==> config.mk <==
export PLATFORM = sky130hd
export DESIGN_NAME = pmbus_command_handler
export DESIGN_NICKNAME = d
export VERILOG_FILES = /design/src/hw/pmbus_pkg.sv /design/src/hw/pin_sync.sv /design/src/hw/pmbus_command_handler.sv
export SDC_FILE = /design/constraint.sdc
export NUM_CORES = 1
export LEC_CHECK = 0
export BUFFER_PORTS_ARGS = -buffer_cell sky130_fd_sc_hd__clkbuf_2
export CORE_MARGIN = 2
export CORE_UTILIZATION = 55
export CTS_CLUSTER_DIAMETER = 30
export DETAILED_ROUTE_END_ITERATION = 16
export HOLD_SLACK_MARGIN = 0.08
export PLACE_DENSITY = 0.77
export SLEW_MARGIN = 20
export SYNTH_ARGS = -nofsm -noshare
export SYNTH_HDL_FRONTEND = slang
export SYNTH_SLANG_ARGS = --single-unit
export TNS_END_PERCENT = 100
==> constraint.sdc <==
create_clock -name clk -period 2.45 [get_ports clk]
set_input_delay 0.245 -clock clk [delete_from_list [all_inputs] [get_ports clk]]
set_output_delay 0.245 -clock clk [all_outputs]
set_load 0.02 [all_outputs]
==> src/hw/pmbus_pkg.sv <==
package pmbus_pkg;

  // command codes understood by the decoder
  localparam logic [7:0] CMD_CONTROL = 8'h01;
  localparam logic [7:0] CMD_ENCFG = 8'h02;
  localparam logic [7:0] CMD_CLEAR = 8'h03;
  localparam logic [7:0] CMD_WP = 8'h10;
  localparam logic [7:0] CMD_STORE = 8'h11;
  localparam logic [7:0] CMD_RESTORE = 8'h12;
  localparam logic [7:0] CMD_STAT_BYTE = 8'h78;
  localparam logic [7:0] CMD_STAT_WORD = 8'h79;
  localparam logic [7:0] CMD_MFR_BASE = 8'hD0;
  localparam logic [2:0] MFR_LAST = 3'h6;

  // target address is prefix followed by the four strap bits
  localparam logic [2:0] ADDR_PREFIX = 3'h1;

  // field positions
  localparam int CTL_ON_BIT = 7;
  localparam int CTL_MARGIN_LSB = 2;
  localparam logic [7:0] CFG_ONES = 8'h13;

  // write-protect levels
  localparam logic [7:0] WP_ALL = 8'h80;
  localparam logic [7:0] WP_CTL = 8'h40;
  localparam logic [7:0] WP_CFG = 8'h20;
  localparam logic [7:0] WP_NONE = 8'h00;

  // reset values; source select is {command, pin}
  localparam logic [7:0] CTL_RST = 8'h00;
  localparam logic [1:0] SRC_RST = 2'h1;
  localparam logic [7:0] WP_RST = 8'h00;
  localparam logic [7:0] MFR_RST = 8'h00;

  // synchroniser lane map
  localparam int SYNC_W = 13;
  localparam int SI_SCL = 0;
  localparam int SI_SDA = 1;
  localparam int SI_EN = 2;
  localparam int SI_ADONE = 3;
  localparam int SI_OV = 4;
  localparam int SI_OC = 5;
  localparam int SI_UV = 6;
  localparam int SI_OT = 7;
  localparam int SI_PG = 8;
  localparam int SI_ADDR = 9;
  localparam logic [SYNC_W-1:0] SYNC_RST = 13'h0003;

  typedef enum logic [2:0] {BUS_IDLE, BUS_RX, BUS_ACK, BUS_TX, BUS_RACK} bus_st_t;
  typedef enum logic [2:0] {MARGIN_OFF, MARGIN_LOW_IGN, MARGIN_LOW_ACT, MARGIN_HIGH_IGN, MARGIN_HIGH_ACT} margin_t;

endpackage

==> src/hw/pin_sync.sv <==
`timescale 1ns/1ps
module pin_sync (
  input wire logic clk,
  input wire logic rst_b,
  input wire logic [pmbus_pkg::SYNC_W-1:0] pins_in,
  output logic [pmbus_pkg::SYNC_W-1:0] pins_out
);
  import pmbus_pkg::*;

  // three stages plus the accepted level per lane
  typedef struct packed {
    logic [SYNC_W-1:0] s1;
    logic [SYNC_W-1:0] s2;
    logic [SYNC_W-1:0] s3;
    logic [SYNC_W-1:0] filt;
  } sync_st_t;

  sync_st_t s;
  sync_st_t n;

  ////////////////////////////////////////////////////////////////////////////
  // next state: a lane changes only once stage two and three agree
  always_comb begin
    n = s;
    n.s1 = pins_in;
    // first stage feeds the second and nothing else
    n.s2 = s.s1;
    n.s3 = s.s2;
    for (int i = 0; i < SYNC_W; i++) begin
      if (s.s2[i] == s.s3[i]) begin
        n.filt[i] = s.s3[i];
      end
    end
  end

  // bus lines idle high, so they reset high to avoid a false start
  always_ff @(posedge clk) begin
    if (!rst_b) begin
      s <= '{s1: SYNC_RST, s2: SYNC_RST, s3: SYNC_RST, filt: SYNC_RST};
    end else begin
      s <= n;
    end
  end

  assign pins_out = s.filt;

endmodule // pin_sync

==> src/hw/pmbus_command_handler.sv <==
`timescale 1ns/1ps
// Function
// - clear, store, restore carry no data
// - unsupported codes acked, then discarded
// - unsupported code sets comms fault, alert
// - control byte read/write, bit7 on/off
// - unused control and config bits ignored
// - margin field decodes off/low/high modes
// - config bits 4,1,0 always read one
// - config source selects, default pin only
// - pin-only source follows enable pin
// - command-only source follows on/off bit
// - both sources enable by logical AND
// - no source enables after address detection
// - write-protect byte stored and readable
// - protect level gates writes per table
// - zero allows all, others are fault
// - store copies registers to nonvolatile cells
// - restore copies nonvolatile cells to registers
// - clear command clears latched status flags
// - seven manufacturer byte registers D0..D6
// - source selects backed by nonvolatile cells
// - clear releases alert, persisting faults stay set
// - comms fault flag is latched
// - read returns byte addressed by command
module pmbus_command_handler (
  input wire logic clk,
  input wire logic rst_b,
  input wire logic scl_in,
  input wire logic sda_in,
  output logic sda_out,
  output logic sda_oe,
  output logic alert_out,
  output logic alert_oe,
  input wire logic en_pin,
  input wire logic addr_done,
  input wire logic [3:0] addr_pins,
  input wire logic fault_ov,
  input wire logic fault_oc,
  input wire logic fault_uv,
  input wire logic fault_ot,
  input wire logic pgood_pin,
  output logic converter_enable,
  output pmbus_pkg::margin_t margin_mode,
  output logic [55:0] mfr_settings
);
  import pmbus_pkg::*;

  // whole block state; nonvolatile cells are modelled by flops
  typedef struct packed {
    bus_st_t st;          // bit-level target state
    logic [3:0] bitcnt;   // bits moved in the current byte
    logic [7:0] sh;       // shift register
    logic rw;             // direction from the address byte
    logic [1:0] byte_cnt; // byte index in the frame, saturates
    logic [7:0] cmd;      // command pointer, kept across frames
    logic rd_idx;         // byte index for word reads
    logic master_ack;     // host acked the last read byte
    logic sda_oe;         // pulling data low
    logic scl_prev;       // for edge detection
    logic sda_prev;
    logic [7:0] ctl;      // converter control byte
    logic [1:0] src;      // {command source, pin source}
    logic [7:0] wp;       // write-protect level
    logic [6:0][7:0] mfr; // manufacturer registers
    logic [1:0] nvm_src;  // stored source selects
    logic [6:0][7:0] nvm_mfr;
    logic f_ov;           // latched fault flags
    logic f_oc;
    logic f_uv;
    logic f_ot;
    logic f_cml;
    logic en_out;
    margin_t margin;
    logic alert;
  } state_t;

  state_t s;
  state_t n;
  logic [SYNC_W-1:0] pins_f; // filtered pin levels
  logic scl_f;
  logic sda_f;
  logic scl_rise;
  logic scl_fall;
  logic start_c;
  logic stop_c;
  logic cmd_phase;  // command byte complete this cycle
  logic data_phase; // first data byte complete this cycle

  ////////////////////////////////////////////////////////////////////////////
  // every outside level goes through the three-stage filter
  pin_sync u_sync (
    .clk(clk),
    .rst_b(rst_b),
    .pins_in({addr_pins, pgood_pin, fault_ot, fault_uv, fault_oc, fault_ov, addr_done, en_pin, sda_in, scl_in}),
    .pins_out(pins_f)
  );

  assign scl_f = pins_f[SI_SCL];
  assign sda_f = pins_f[SI_SDA];
  assign scl_rise = scl_f & ~s.scl_prev;
  assign scl_fall = ~scl_f & s.scl_prev;
  // start and stop are data edges while the clock is high
  assign start_c = s.scl_prev & scl_f & s.sda_prev & ~sda_f;
  assign stop_c = s.scl_prev & scl_f & ~s.sda_prev & sda_f;
  assign cmd_phase = (s.st == BUS_RX) && scl_fall && (s.bitcnt == 4'h8) && (s.byte_cnt == 2'h1);
  assign data_phase = (s.st == BUS_RX) && scl_fall && (s.bitcnt == 4'h8) && (s.byte_cnt == 2'h2);

  ////////////////////////////////////////////////////////////////////////////
  // command decoding helpers

  // manufacturer register window
  function automatic logic is_mfr(input logic [7:0] c);
    return (c[7:3] == CMD_MFR_BASE[7:3]) && (c[2:0] <= MFR_LAST);
  endfunction

  // codes that take one data byte on write
  function automatic logic is_writable(input logic [7:0] c);
    return (c == CMD_CONTROL) || (c == CMD_ENCFG) || (c == CMD_WP) || is_mfr(c);
  endfunction

  function automatic logic is_supported(input logic [7:0] c);
    return is_writable(c) || (c == CMD_CLEAR) || (c == CMD_STORE) || (c == CMD_RESTORE)
           || (c == CMD_STAT_BYTE) || (c == CMD_STAT_WORD);
  endfunction

  // protect level decides which codes may change state
  function automatic logic write_allowed(input logic [7:0] c, input logic [7:0] wp);
    logic ok;
    ok = 1'b0;
    if (c == CMD_WP) begin
      ok = 1'b1;
    end else if (wp == WP_NONE) begin
      ok = 1'b1;
    end else if (c == CMD_CONTROL) begin
      ok = (wp == WP_CTL) || (wp == WP_CFG);
    end else if (c == CMD_ENCFG) begin
      ok = (wp == WP_CFG);
    end
    return ok;
  endfunction

  // margin field; undefined codes leave margining off
  function automatic margin_t margin_decode(input logic [3:0] f);
    margin_t m;
    unique case (f)
      4'h5: m = MARGIN_LOW_IGN;
      4'h6: m = MARGIN_LOW_ACT;
      4'h9: m = MARGIN_HIGH_IGN;
      4'hA: m = MARGIN_HIGH_ACT;
      default: m = MARGIN_OFF;
    endcase
    return m;
  endfunction

  // byte returned for a read of command c
  function automatic logic [7:0] rd_byte(input state_t st, input logic [7:0] c, input logic idx,
                                         input logic pg);
    logic [7:0] lo;
    logic [7:0] hi;
    logic [7:0] r;
    // status low: off, ov, oc, uv, temp, comms; busy and other read zero
    lo = {1'h0, ~st.en_out, st.f_ov, st.f_oc, st.f_uv, st.f_ot, st.f_cml, 1'h0};
    // status high: vout, iout, input groups and raw power-good low
    hi = {st.f_ov, st.f_oc, st.f_uv, 1'h0, ~pg, 3'h0};
    r = 8'hFF;
    if (c == CMD_CONTROL) begin
      r = st.ctl;
    end else if (c == CMD_ENCFG) begin
      r = CFG_ONES | {4'h0, st.src, 2'h0};
    end else if (c == CMD_WP) begin
      r = st.wp;
    end else if (c == CMD_STAT_BYTE) begin
      r = lo;
    end else if (c == CMD_STAT_WORD) begin
      r = idx ? hi : lo;
    end else if (is_mfr(c)) begin
      r = st.mfr[c[2:0]];
    end
    return r;
  endfunction

  ////////////////////////////////////////////////////////////////////////////
  // next-state logic: bus target, command execution, enables and flags
  always_comb begin
    logic clr;
    logic cml_set;
    logic [7:0] rd;
    clr = 1'b0;
    cml_set = 1'b0;
    rd = 8'h00;
    n = s;
    n.scl_prev = scl_f;
    n.sda_prev = sda_f;

    if (stop_c) begin
      // stop ends any frame; pointer in cmd survives for later reads
      n.st = BUS_IDLE;
      n.sda_oe = 1'b0;
    end else if (start_c) begin
      // start and repeated start both begin with an address byte
      n.st = BUS_RX;
      n.bitcnt = 4'h0;
      n.byte_cnt = 2'h0;
      n.sda_oe = 1'b0;
    end else begin
      unique case (s.st)
        BUS_IDLE: begin
          n.sda_oe = 1'b0;
        end
        BUS_RX: begin
          if (scl_rise && (s.bitcnt != 4'h8)) begin
            n.sh = {s.sh[6:0], sda_f};
            n.bitcnt = s.bitcnt + 4'h1;
          end
          if (scl_fall && (s.bitcnt == 4'h8)) begin
            // a full byte: acknowledge it on this falling edge
            n.st = BUS_ACK;
            n.sda_oe = 1'b1;
            if (s.byte_cnt == 2'h0) begin
              n.rw = s.sh[0];
              if (s.sh[7:1] != {ADDR_PREFIX, pins_f[SI_ADDR +: 4]}) begin
                // another target: stay off the bus until next start
                n.st = BUS_IDLE;
                n.sda_oe = 1'b0;
              end
            end else if (s.byte_cnt == 2'h1) begin
              // command byte: acked even when unknown
              n.cmd = s.sh;
              n.rd_idx = 1'b0;
              if (!is_supported(s.sh)) begin
                cml_set = 1'b1;
              end else if (s.sh == CMD_CLEAR) begin
                clr = 1'b1;
              end else if ((s.sh == CMD_STORE) && write_allowed(s.sh, s.wp)) begin
                n.nvm_src = s.src;
                n.nvm_mfr = s.mfr;
              end else if ((s.sh == CMD_RESTORE) && write_allowed(s.sh, s.wp)) begin
                n.src = s.nvm_src;
                n.mfr = s.nvm_mfr;
              end
            end else if ((s.byte_cnt == 2'h2) && is_writable(s.cmd)) begin
              // one data byte; a protected write is acked and dropped
              if (write_allowed(s.cmd, s.wp)) begin
                if (s.cmd == CMD_CONTROL) begin
                  n.ctl = s.sh;
                end else if (s.cmd == CMD_ENCFG) begin
                  n.src = s.sh[3:2];
                end else if (s.cmd == CMD_WP) begin
                  if ((s.sh == WP_ALL) || (s.sh == WP_CTL) || (s.sh == WP_CFG) || (s.sh == WP_NONE)) begin
                    n.wp = s.sh;
                  end else begin
                    cml_set = 1'b1;
                  end
                end else begin
                  n.mfr[s.cmd[2:0]] = s.sh;
                end
              end
            end else begin
              // data after a send-byte, a read-only code or a surplus byte
              cml_set = 1'b1;
            end
          end
        end
        BUS_ACK: begin
          if (scl_fall) begin
            n.bitcnt = 4'h0;
            if (s.byte_cnt != 2'h3) begin
              n.byte_cnt = s.byte_cnt + 2'h1;
            end
            if (s.rw) begin
              // read: present the byte chosen by the stored pointer
              rd = rd_byte(s, s.cmd, s.rd_idx, pins_f[SI_PG]);
              n.st = BUS_TX;
              n.sh = rd;
              n.sda_oe = ~rd[7];
            end else begin
              n.st = BUS_RX;
              n.sda_oe = 1'b0;
            end
          end
        end
        BUS_TX: begin
          if (scl_rise) begin
            n.bitcnt = s.bitcnt + 4'h1;
          end
          if (scl_fall) begin
            if (s.bitcnt == 4'h8) begin
              // release data so the host can ack or nack
              n.st = BUS_RACK;
              n.sda_oe = 1'b0;
            end else begin
              n.sh = {s.sh[6:0], 1'b0};
              n.sda_oe = ~s.sh[6];
            end
          end
        end
        BUS_RACK: begin
          if (scl_rise) begin
            n.master_ack = ~sda_f;
          end
          if (scl_fall) begin
            if (s.master_ack) begin
              // host wants more: second byte of a word, else repeat
              rd = rd_byte(s, s.cmd, 1'b1, pins_f[SI_PG]);
              n.rd_idx = 1'b1;
              n.st = BUS_TX;
              n.bitcnt = 4'h0;
              n.sh = rd;
              n.sda_oe = ~rd[7];
            end else begin
              // nack ends the read; wait for stop
              n.st = BUS_IDLE;
            end
          end
        end
        default: begin
          n.st = BUS_IDLE;
          n.sda_oe = 1'b0;
        end
      endcase
    end

    // latched flags: a live condition wins over a clear in the same cycle
    n.f_ov = (s.f_ov & ~clr) | pins_f[SI_OV];
    n.f_oc = (s.f_oc & ~clr) | pins_f[SI_OC];
    n.f_uv = (s.f_uv & ~clr) | pins_f[SI_UV];
    n.f_ot = (s.f_ot & ~clr) | pins_f[SI_OT];
    n.f_cml = (s.f_cml & ~clr) | cml_set;
    n.alert = s.f_ov | s.f_oc | s.f_uv | s.f_ot | s.f_cml;

    // enable source selection
    unique case (s.src)
      2'h1: n.en_out = pins_f[SI_EN];
      2'h2: n.en_out = s.ctl[CTL_ON_BIT];
      2'h3: n.en_out = s.ctl[CTL_ON_BIT] & pins_f[SI_EN];
      2'h0: n.en_out = pins_f[SI_ADONE];
    endcase
    n.margin = margin_decode(s.ctl[CTL_MARGIN_LSB +: 4]);
  end

  ////////////////////////////////////////////////////////////////////////////
  // state register; power-on loads factory values into both copies
  always_ff @(posedge clk) begin
    if (!rst_b) begin
      s <= '{st: BUS_IDLE, bitcnt: 4'h0, sh: 8'h00, rw: 1'b0, byte_cnt: 2'h0, cmd: 8'h00, rd_idx: 1'b0,
             master_ack: 1'b0, sda_oe: 1'b0, scl_prev: 1'b1, sda_prev: 1'b1, ctl: CTL_RST,
             src: SRC_RST, wp: WP_RST, mfr: {7{MFR_RST}}, nvm_src: SRC_RST, nvm_mfr: {7{MFR_RST}},
             f_ov: 1'b0, f_oc: 1'b0, f_uv: 1'b0, f_ot: 1'b0, f_cml: 1'b0, en_out: 1'b0,
             margin: MARGIN_OFF, alert: 1'b0};
    end else begin
      s <= n;
    end
  end

  // open-drain pins only ever pull low
  assign sda_out = 1'b0;
  assign sda_oe = s.sda_oe;
  assign alert_out = 1'b0;
  assign alert_oe = s.alert;
  assign converter_enable = s.en_out;
  assign margin_mode = s.margin;
  assign mfr_settings = s.mfr;
endmodule // pmbus_command_handler

# Word-level counts from Yosys, hierarchy flattened
# Cells that the tools add are included.
[totals]
wordCells = 371
register_bits = 225
out_inout_bits = 64
[classes]
add_sub_neg = 2
reduce_logical = 54
magnitude_cmp = 4
eq_ne = 77
bitwise_logic = 41
n_mux = 139
[ops]
columns = ["operator", "count"]
rows = [
  ["$mux 8", 29],
  ["$mux 114", 2],
  ["$mux 56", 4],
  ["$mux 66", 3],
  ["$mux 1", 67],
  ["$mux 64", 1],
  ["$mux 58", 1],
  ["$bwmux 56", 1],
  ["$eq 8x7->1 const B", 6],
  ["$pmux 12 s4", 1],
  ["$eq 8x5->1 const B", 4],
  ["$mux 15", 2],
  ["$ne 2x2->1 const B", 15],
  ["$mux 2", 14],
  ["$bmux 8 s3", 1],
  ["$demux 8 s3", 1],
  ["$eq 8x2->1 const B", 3],
  ["$mux 12", 2],
  ["$not 1->1", 19],
  ["$ne 3x3->1 const B", 6],
  ["$reduce_and 6->1", 3],
  ["$reduce_and 9->1", 2],
  ["$eq 8x1->1 const B", 2],
  ["$eq 8x6->1 const B", 2],
  ["46 further kinds", 126],
]

# Longest topological paths before layout
[logic_depth]
depth_word = 32
ltp_mapped = 11

# By module
# A second synthesis with hierarchy kept.
[hier_totals]
hier_cells = 1294
area_unflattened_um2 = 11260.8
[by_module_without_submodules]
columns = ["mod", "instances", "cells_each", "seq_area_each_um2", "area_per_inst_um2"]
rows = [
  ["pmbus_command_handler", 1, 1146, 3463.3, 9611.7],
  ["pin_sync", 1, 148, 1041.0, 1649.1],
]

# Worst setup path before layout
# Ideal clock, no wire load.
[synth_path]
path_type = "reg-to-reg"
from = "reg s[166] in the netlist's numbering"
to = "reg s (netlist bit mfr_settings[10])"
t_required_ns = 2.317
setup_ns = 0.133
n_path_buf = 1
path_slack_ns = -0.179
path_stages_with_launch = 11
arrival_time_ns = 2.496
cell_sequence = "dfxtp_1 > inv_1 > ha_1 > nand3b_1 > or4_1 > a311o_1 > a2111oi_4 > o22ai_1 > buf_6 > nand3_1 > o31ai_2"
[synth_between]
elab_chain_len = 3
[synth_lines]
columns = ["item", "line", "source"]
rows = [
  ["start, declared", "pmbus_command_handler.sv:78", "state_t s;"],
  ["start signal, assigned", "pmbus_command_handler.sv:346", "s <= '{st: BUS_IDLE, bitcnt: 4'h0, sh: 8'h00, rw: 1'b0, byte_cnt: 2'h0, cmd: 8'h00, rd_idx: 1'b0,"],
  ["start signal, assigned", "pmbus_command_handler.sv:352", "s <= n;"],
  ["$eq 4x4->1", "pmbus_command_handler.sv:216", "if (scl_fall && (s.bitcnt == 4'h8)) begin"],
  ["$logic_and 1x1->1", "pmbus_command_handler.sv:216", ""],
  ["$reduce_and 14->1 (no line)", "-", ""],
]
# No other way between the ends.
# A chain may end at the register's enable or synchronous reset.

# Worst setup path in the final report
[layout_path]
from = "reg s[167] in the netlist's numbering"
to = "reg s (netlist bit mfr_settings[26])"
# Same word-level chain as after synthesis.

==> report_table.html <==
<table>
<tr><th>Metric</th><th>Value</th></tr>
<tr><th colspan="2">Floorplan</th></tr>
<tr><td>Standard-cell rows</td><td>50</td></tr>
<tr><td>Die height</td><td>143 µm</td></tr>
<tr><td>Area enclosed by the die boundary</td><td>between 20000 and 25000 µm²</td></tr>
<tr><td>Core Box Area</td><td>between 15000 and 20000 µm²</td></tr>
<tr><td>Die W</td><td>approximately 140 µm</td></tr>
<tr><td>I/O pin cnt</td><td>79</td></tr>
<tr><td>Initial standard-cell utilization of the core</td><td>a little under three fifths</td></tr>
<tr><th colspan="2">Global routing</th></tr>
<tr><td>Total congestion overflow</td><td>0</td></tr>
<tr><td>Layer with the highest usage</td><td>met2</td></tr>
<tr><td>Total routing resource utilization after global routing</td><td>~31%</td></tr>
<tr><td>Maximum number of pins on one net before global-route repair</td><td>~120</td></tr>
<tr><td>Antenna violations before repair</td><td>0</td></tr>
<tr><td>GR met2 Demand/Resource</td><td>a little under half</td></tr>
<tr><td>Routing usage on met1</td><td>a little over two fifths</td></tr>
<tr><td>Global-route track usage on met3</td><td>between 4 and 5%</td></tr>
<tr><td>Vias in the first global route</td><td>roughly 9.3k</td></tr>
<tr><td>First-pass GRT wire length</td><td>between 50000 and 60000 µm</td></tr>
<tr><th colspan="2">Detailed routing</th></tr>
<tr><td>Post-DRT Antenna Nets</td><td>0</td></tr>
<tr><td>Total wire length after detailed routing</td><td>~35000 µm</td></tr>
<tr><td>Vias per std cell</td><td>6.44</td></tr>
<tr><td>Initial DRC count</td><td>1539</td></tr>
<tr><td>DRC errors left</td><td>0</td></tr>
<tr><td>Via count</td><td>10.7k</td></tr>
<tr><td>Pre-antenna DRT Iters</td><td>6</td></tr>
<tr><td>DR WL/cell</td><td>between 20 and 25 µm</td></tr>
<tr><th colspan="2">Logic synthesis</th></tr>
<tr><td>Synthesized area per cell</td><td>between 8 and 9 µm²</td></tr>
<tr><td>Post-synth ARST share</td><td>0%</td></tr>
<tr><td>Cell area after synthesis</td><td>10700 µm²</td></tr>
<tr><td>Yosys warning count</td><td>0</td></tr>
<tr><td>Proportion of synthesized chip area in sequential cells</td><td>a little over two fifths</td></tr>
<tr><td>Post-synth EDFFs</td><td>0</td></tr>
<tr><td>Distinct cell type count of the synthesized netlist</td><td>between 70 and 80</td></tr>
<tr><td>Count of state elements after synthesis</td><td>225</td></tr>
<tr><td>Main synth FF type</td><td>sky130_fd_sc_hd__dfxtp_1</td></tr>
<tr><td>Gate count after technology mapping</td><td>about 1.3k</td></tr>
<tr><th colspan="2">Cells and area</th></tr>
<tr><td>Fraction of final layout cells with drive strength greater than 1</td><td>~30%</td></tr>
<tr><td>Number of nets in the layout</td><td>between 1k and 1.5k</td></tr>
<tr><td>Antenna cell count</td><td>0</td></tr>
<tr><td>Relative area change from synthesis to final layout</td><td>31.8%</td></tr>
<tr><td>Post-route insts no fill</td><td>~1.7k</td></tr>
<tr><td>Number of filler instances in the final layout</td><td>roughly 1.3k</td></tr>
<tr><td>Finished Cell Area</td><td>approximately 14000 µm²</td></tr>
<tr><th colspan="2">Setup path</th></tr>
<tr><td>Largest fanout of any net on the critical path</td><td>16</td></tr>
<tr><td>Worst setup EP type</td><td>flop</td></tr>
<tr><td>Cells traversed along the worst timing path</td><td>inv_2 -&gt; ha_4 -&gt; nand3b_1 -&gt; or4_4 -&gt; a311o_1 -&gt; a2111oi_4 -&gt; buf_6 -&gt; o22ai_2 -&gt; buf_12 -&gt; o31ai_2</td></tr>
<tr><td>Crit path capture</td><td>mfr_settings[26]$_SDFFE_PN0P_</td></tr>
<tr><td>CP Launch Point</td><td>s[167]$_SDFFE_PN0P_</td></tr>
<tr><td>Delay contributed by the slowest stage of the critical path</td><td>0.52 ns</td></tr>
<tr><td>Reg-to-reg critical path startpoint</td><td>s[167]$_SDFFE_PN0P_</td></tr>
<tr><td>Worst setup path category</td><td>reg -&gt; reg</td></tr>
<tr><td>Data arrival time of the critical path</td><td>between 3 and 4 ns</td></tr>
<tr><td>Critical Path Source Type</td><td>flop</td></tr>
<tr><td>Worst path required time</td><td>~2.9 ns</td></tr>
<tr><td>Worst flop-to-flop path endpoint</td><td>mfr_settings[26]$_SDFFE_PN0P_</td></tr>
<tr><td>Critical path's slowest cell</td><td>sky130_fd_sc_hd__or4_4</td></tr>
<tr><td>Largest delay contributor family on the critical path</td><td>compound AO/OA/AOI/OAI gates</td></tr>
<tr><td>CP Depth</td><td>10</td></tr>
<tr><td>Number of cells on the worst reg-to-reg path</td><td>10</td></tr>
<tr><td>Reg2reg setup slack</td><td>-0.23 ns</td></tr>
<tr><td>Buf/Inv on CP</td><td>3</td></tr>
<tr><th colspan="2">Clocking</th></tr>
<tr><td>TritonCTS clock tree</td><td>built</td></tr>
<tr><td>Sink Count</td><td>about 230</td></tr>
<tr><td>Max Root-Sink Buffers</td><td>3</td></tr>
<tr><td>Clock insertion delay at the later pin of the skew report</td><td>around 0.52 ns</td></tr>
<tr><td>H-tree level count</td><td>2</td></tr>
<tr><td>CTS clk-pin slew, worst paths</td><td>about 0.050 ns</td></tr>
<tr><td>Number of CTS-inserted buffers</td><td>between 40 and 50</td></tr>
<tr><td>CTS root buf</td><td>sky130_fd_sc_hd__clkbuf_16</td></tr>
<tr><th colspan="2">Run status</th></tr>
<tr><td>Outcome</td><td>complete, but fails checks</td></tr>
<tr><td>Failing checks</td><td>setup timing</td></tr>
<tr><th colspan="2">Timing</th></tr>
<tr><td>Rel. slew slack</td><td>about 15%</td></tr>
<tr><td>Final period utilization</td><td>109%</td></tr>
<tr><td>Final min period</td><td>between 2 and 3 ns</td></tr>
<tr><td>Maximum operating frequency</td><td>approximately 0.37 GHz</td></tr>
<tr><td>Worst-case hold slack</td><td>0.230 ns</td></tr>
<tr><td>Slew at the pin closest to its max-slew limit</td><td>roughly 1.3 ns</td></tr>
<tr><td>Maximum clock skew at final layout</td><td>0.0204 ns</td></tr>
<tr><td>Fin. max-slew vios</td><td>0</td></tr>
<tr><td>Number of hold violations in the final report</td><td>0</td></tr>
<tr><td># setup viols final</td><td>56</td></tr>
<tr><td>Setup repair after global routing missed its margin</td><td>yes</td></tr>
<tr><td>Crit path setup slack, layout</td><td>-0.228 ns</td></tr>
<tr><th colspan="2">Place</th></tr>
<tr><td>HPWL after DPL</td><td>~20000 µm</td></tr>
<tr><td>Placer's final routability congestion estimate</td><td>1.04</td></tr>
<tr><td>Placed Cells incl. Taps</td><td>1557</td></tr>
<tr><td>Port buffer count</td><td>between 70 and 80</td></tr>
<tr><td>Total cell area at the placement stage</td><td>between 10000 and 15000 µm²</td></tr>
<tr><td>Pre-CTS setup slack</td><td>-0.228 ns</td></tr>
<tr><th colspan="2">Run</th></tr>
<tr><td>Max-cap violations</td><td>0</td></tr>
<tr><th colspan="2">Power and ir drop</th></tr>
<tr><td>Max VDD drop</td><td>between 700 and 800 µV</td></tr>
<tr><td>Leak pwr</td><td>5.12 nW</td></tr>
<tr><td>Power density of the placed cells</td><td>just over 700 nW/µm²</td></tr>
<tr><td>Total Power</td><td>10.0 mW</td></tr>
<tr><th colspan="2">Hold path</th></tr>
<tr><td>Hold Crit Class</td><td>in -&gt; reg</td></tr>
</table>
==> cell usage after synthesis, types with 23 or more instances <==
library cell / instances / area [µm²]
sky130_fd_sc_hd__a22oi_1: 60 / 450
sky130_fd_sc_hd__o21ai_0: 41 / 205
sky130_fd_sc_hd__mux2i_1: 23 / 230
sky130_fd_sc_hd__a21oi_1: 115 / 576
sky130_fd_sc_hd__nand3_1: 72 / 360
sky130_fd_sc_hd__o31ai_1: 44 / 330
sky130_fd_sc_hd__clkbuf_1: 70 / 263
sky130_fd_sc_hd__dfxtp_1: 225 / 4500
sky130_fd_sc_hd__buf_4: 64 / 480
sky130_fd_sc_hd__nand2_1: 181 / 679
sky130_fd_sc_hd__and2_1: 37 / 231
sky130_fd_sc_hd__nor2_1: 70 / 263
==> power breakdown <==
part | internal (mW) | total, mW | switching, mW | leakage [nW]
sequential | 3.70 | 3.71 | 0.0102 | 1.82
combinational | 0.0521 | 0.158 | 0.106 | 2.58
clock | 4.28 | 6.17 | 1.88 | 0.725
==> registers in the layout, indices dropped and copies added (netlist names) <==
name / cells
s: 111
mfr_settings: 56
u_sync.n: 26
u_sync.pins_out: 13
u_sync.s: 13
margin_mode: 3
alert_oe: 1
converter_enable: 1
sda_oe: 1
==> layout by cell type, fill, tap and decap left out, types with 15 or more instances in the layout <==
cell type and instances:
sky130_fd_sc_hd__nor2_1 69, sky130_fd_sc_hd__o21ai_0 37, sky130_fd_sc_hd__and2_1 36, sky130_fd_sc_hd__buf_4 96
sky130_fd_sc_hd__nand2b_1 18, sky130_fd_sc_hd__buf_12 19, sky130_fd_sc_hd__nand3_2 22, sky130_fd_sc_hd__a22oi_1 56
sky130_fd_sc_hd__o31ai_2 43, sky130_fd_sc_hd__a21oi_1 115, sky130_fd_sc_hd__nand2_1 180, sky130_fd_sc_hd__mux2i_1 22
sky130_fd_sc_hd__clkbuf_16 45, sky130_fd_sc_hd__nand3_1 47, sky130_fd_sc_hd__nor2b_1 15, sky130_fd_sc_hd__clkbuf_2 75
sky130_fd_sc_hd__dfxtp_1 218
==> worst register-to-register path, delay by kind of cell (launching register included) <==
family	cells	cell delay (ns)
fa+ha+maj	1	0.11
compound gates	4	1.04
simple gates	2	0.64
flops	1	0.32
buf+inv	3	0.48
==> routing by layer <==
| metal | vias to the layer above | share of wire, % | routed length, µm |
|---|---|---|---|
| li1 | 4683 | - | - |
| met5 | - | 0 | 0 |
| met4 | 0 | 5.1 | 1770 |
| met3 | 184 | 11 | 3830 |
| met1 | 5045 | 39 | 13800 |
| met2 | 743 | 45 | 15600 |
==> cell type report <==
class | instances | area, µm² | share of cell area, %
clock inverters | 19 | 352 | 2.50
multi-input cells | 867 | 5850 | 41.5
flip-flops and latches | 225 | 4510 | 32.0
well taps | 260 | 325 | 2.31
inverters | 12 | 47.5 | 0.338
clock buffers | 54 | 1170 | 8.28
repair buffers | 218 | 1830 | 13.0
==> worst min path at each step <==
stage                                    to  slack, ns               startpoint  depth (start not counted)
finish                   s[18]$_SDFFE_PN0P_       0.23                    rst_b                          3
global route             s[18]$_SDFFE_PN0P_       0.25                    rst_b                          3
CTS                      s[18]$_SDFFE_PN0P_       0.20                    rst_b                          3
detailed placement  u_sync.n[13]$_SDFF_PN1_       0.40  u_sync.n[26]$_SDFF_PN1_                          1
global placement    u_sync.n[13]$_SDFF_PN1_       0.39  u_sync.n[26]$_SDFF_PN1_                          1
floorplan           u_sync.n[26]$_SDFF_PN1_       0.35                   scl_in                          1
==> kinds of logic (layout without fill, tap and decap cells) <==
logic type	after synthesis	in the layout	share of synthesized area, %
simple gates	472	472	21.7
compound gates	345	346	21.8
flops	225	225	42.2
buf+inv	172	303	9.01
mux	31	31	3.74
xor+xnor	9	9	0.738
fa+ha+maj	7	7	0.797
other cells	1	2	0.0351
==> timing repair <==
action	CTS	global route
endpoints found under the hold margin	13	0
gates cloned	1	5
gates resized for setup	50	92
setup buffers	1	5
pin swaps	10	17
endpoints found under the setup margin	66	115
hold buffers	13	0
==> metrics by stage <==
| stage | utilization (%) | setup TNS (ns) |
|---|---|---|
| 2_1_floorplan | - | -10.09 |
| 3_3_place_gp | 61.5 | -5.17 |
| 3_5_place_dp | 61.5 | -9.85 |
| 4_1_cts | 71.7 | -5.91 |
| 5_1_grt | 74.5 | -10.15 |
| 6_report | 74.5 | -7.99 |
No activity file was read; power rests on OpenSTA's default activity.
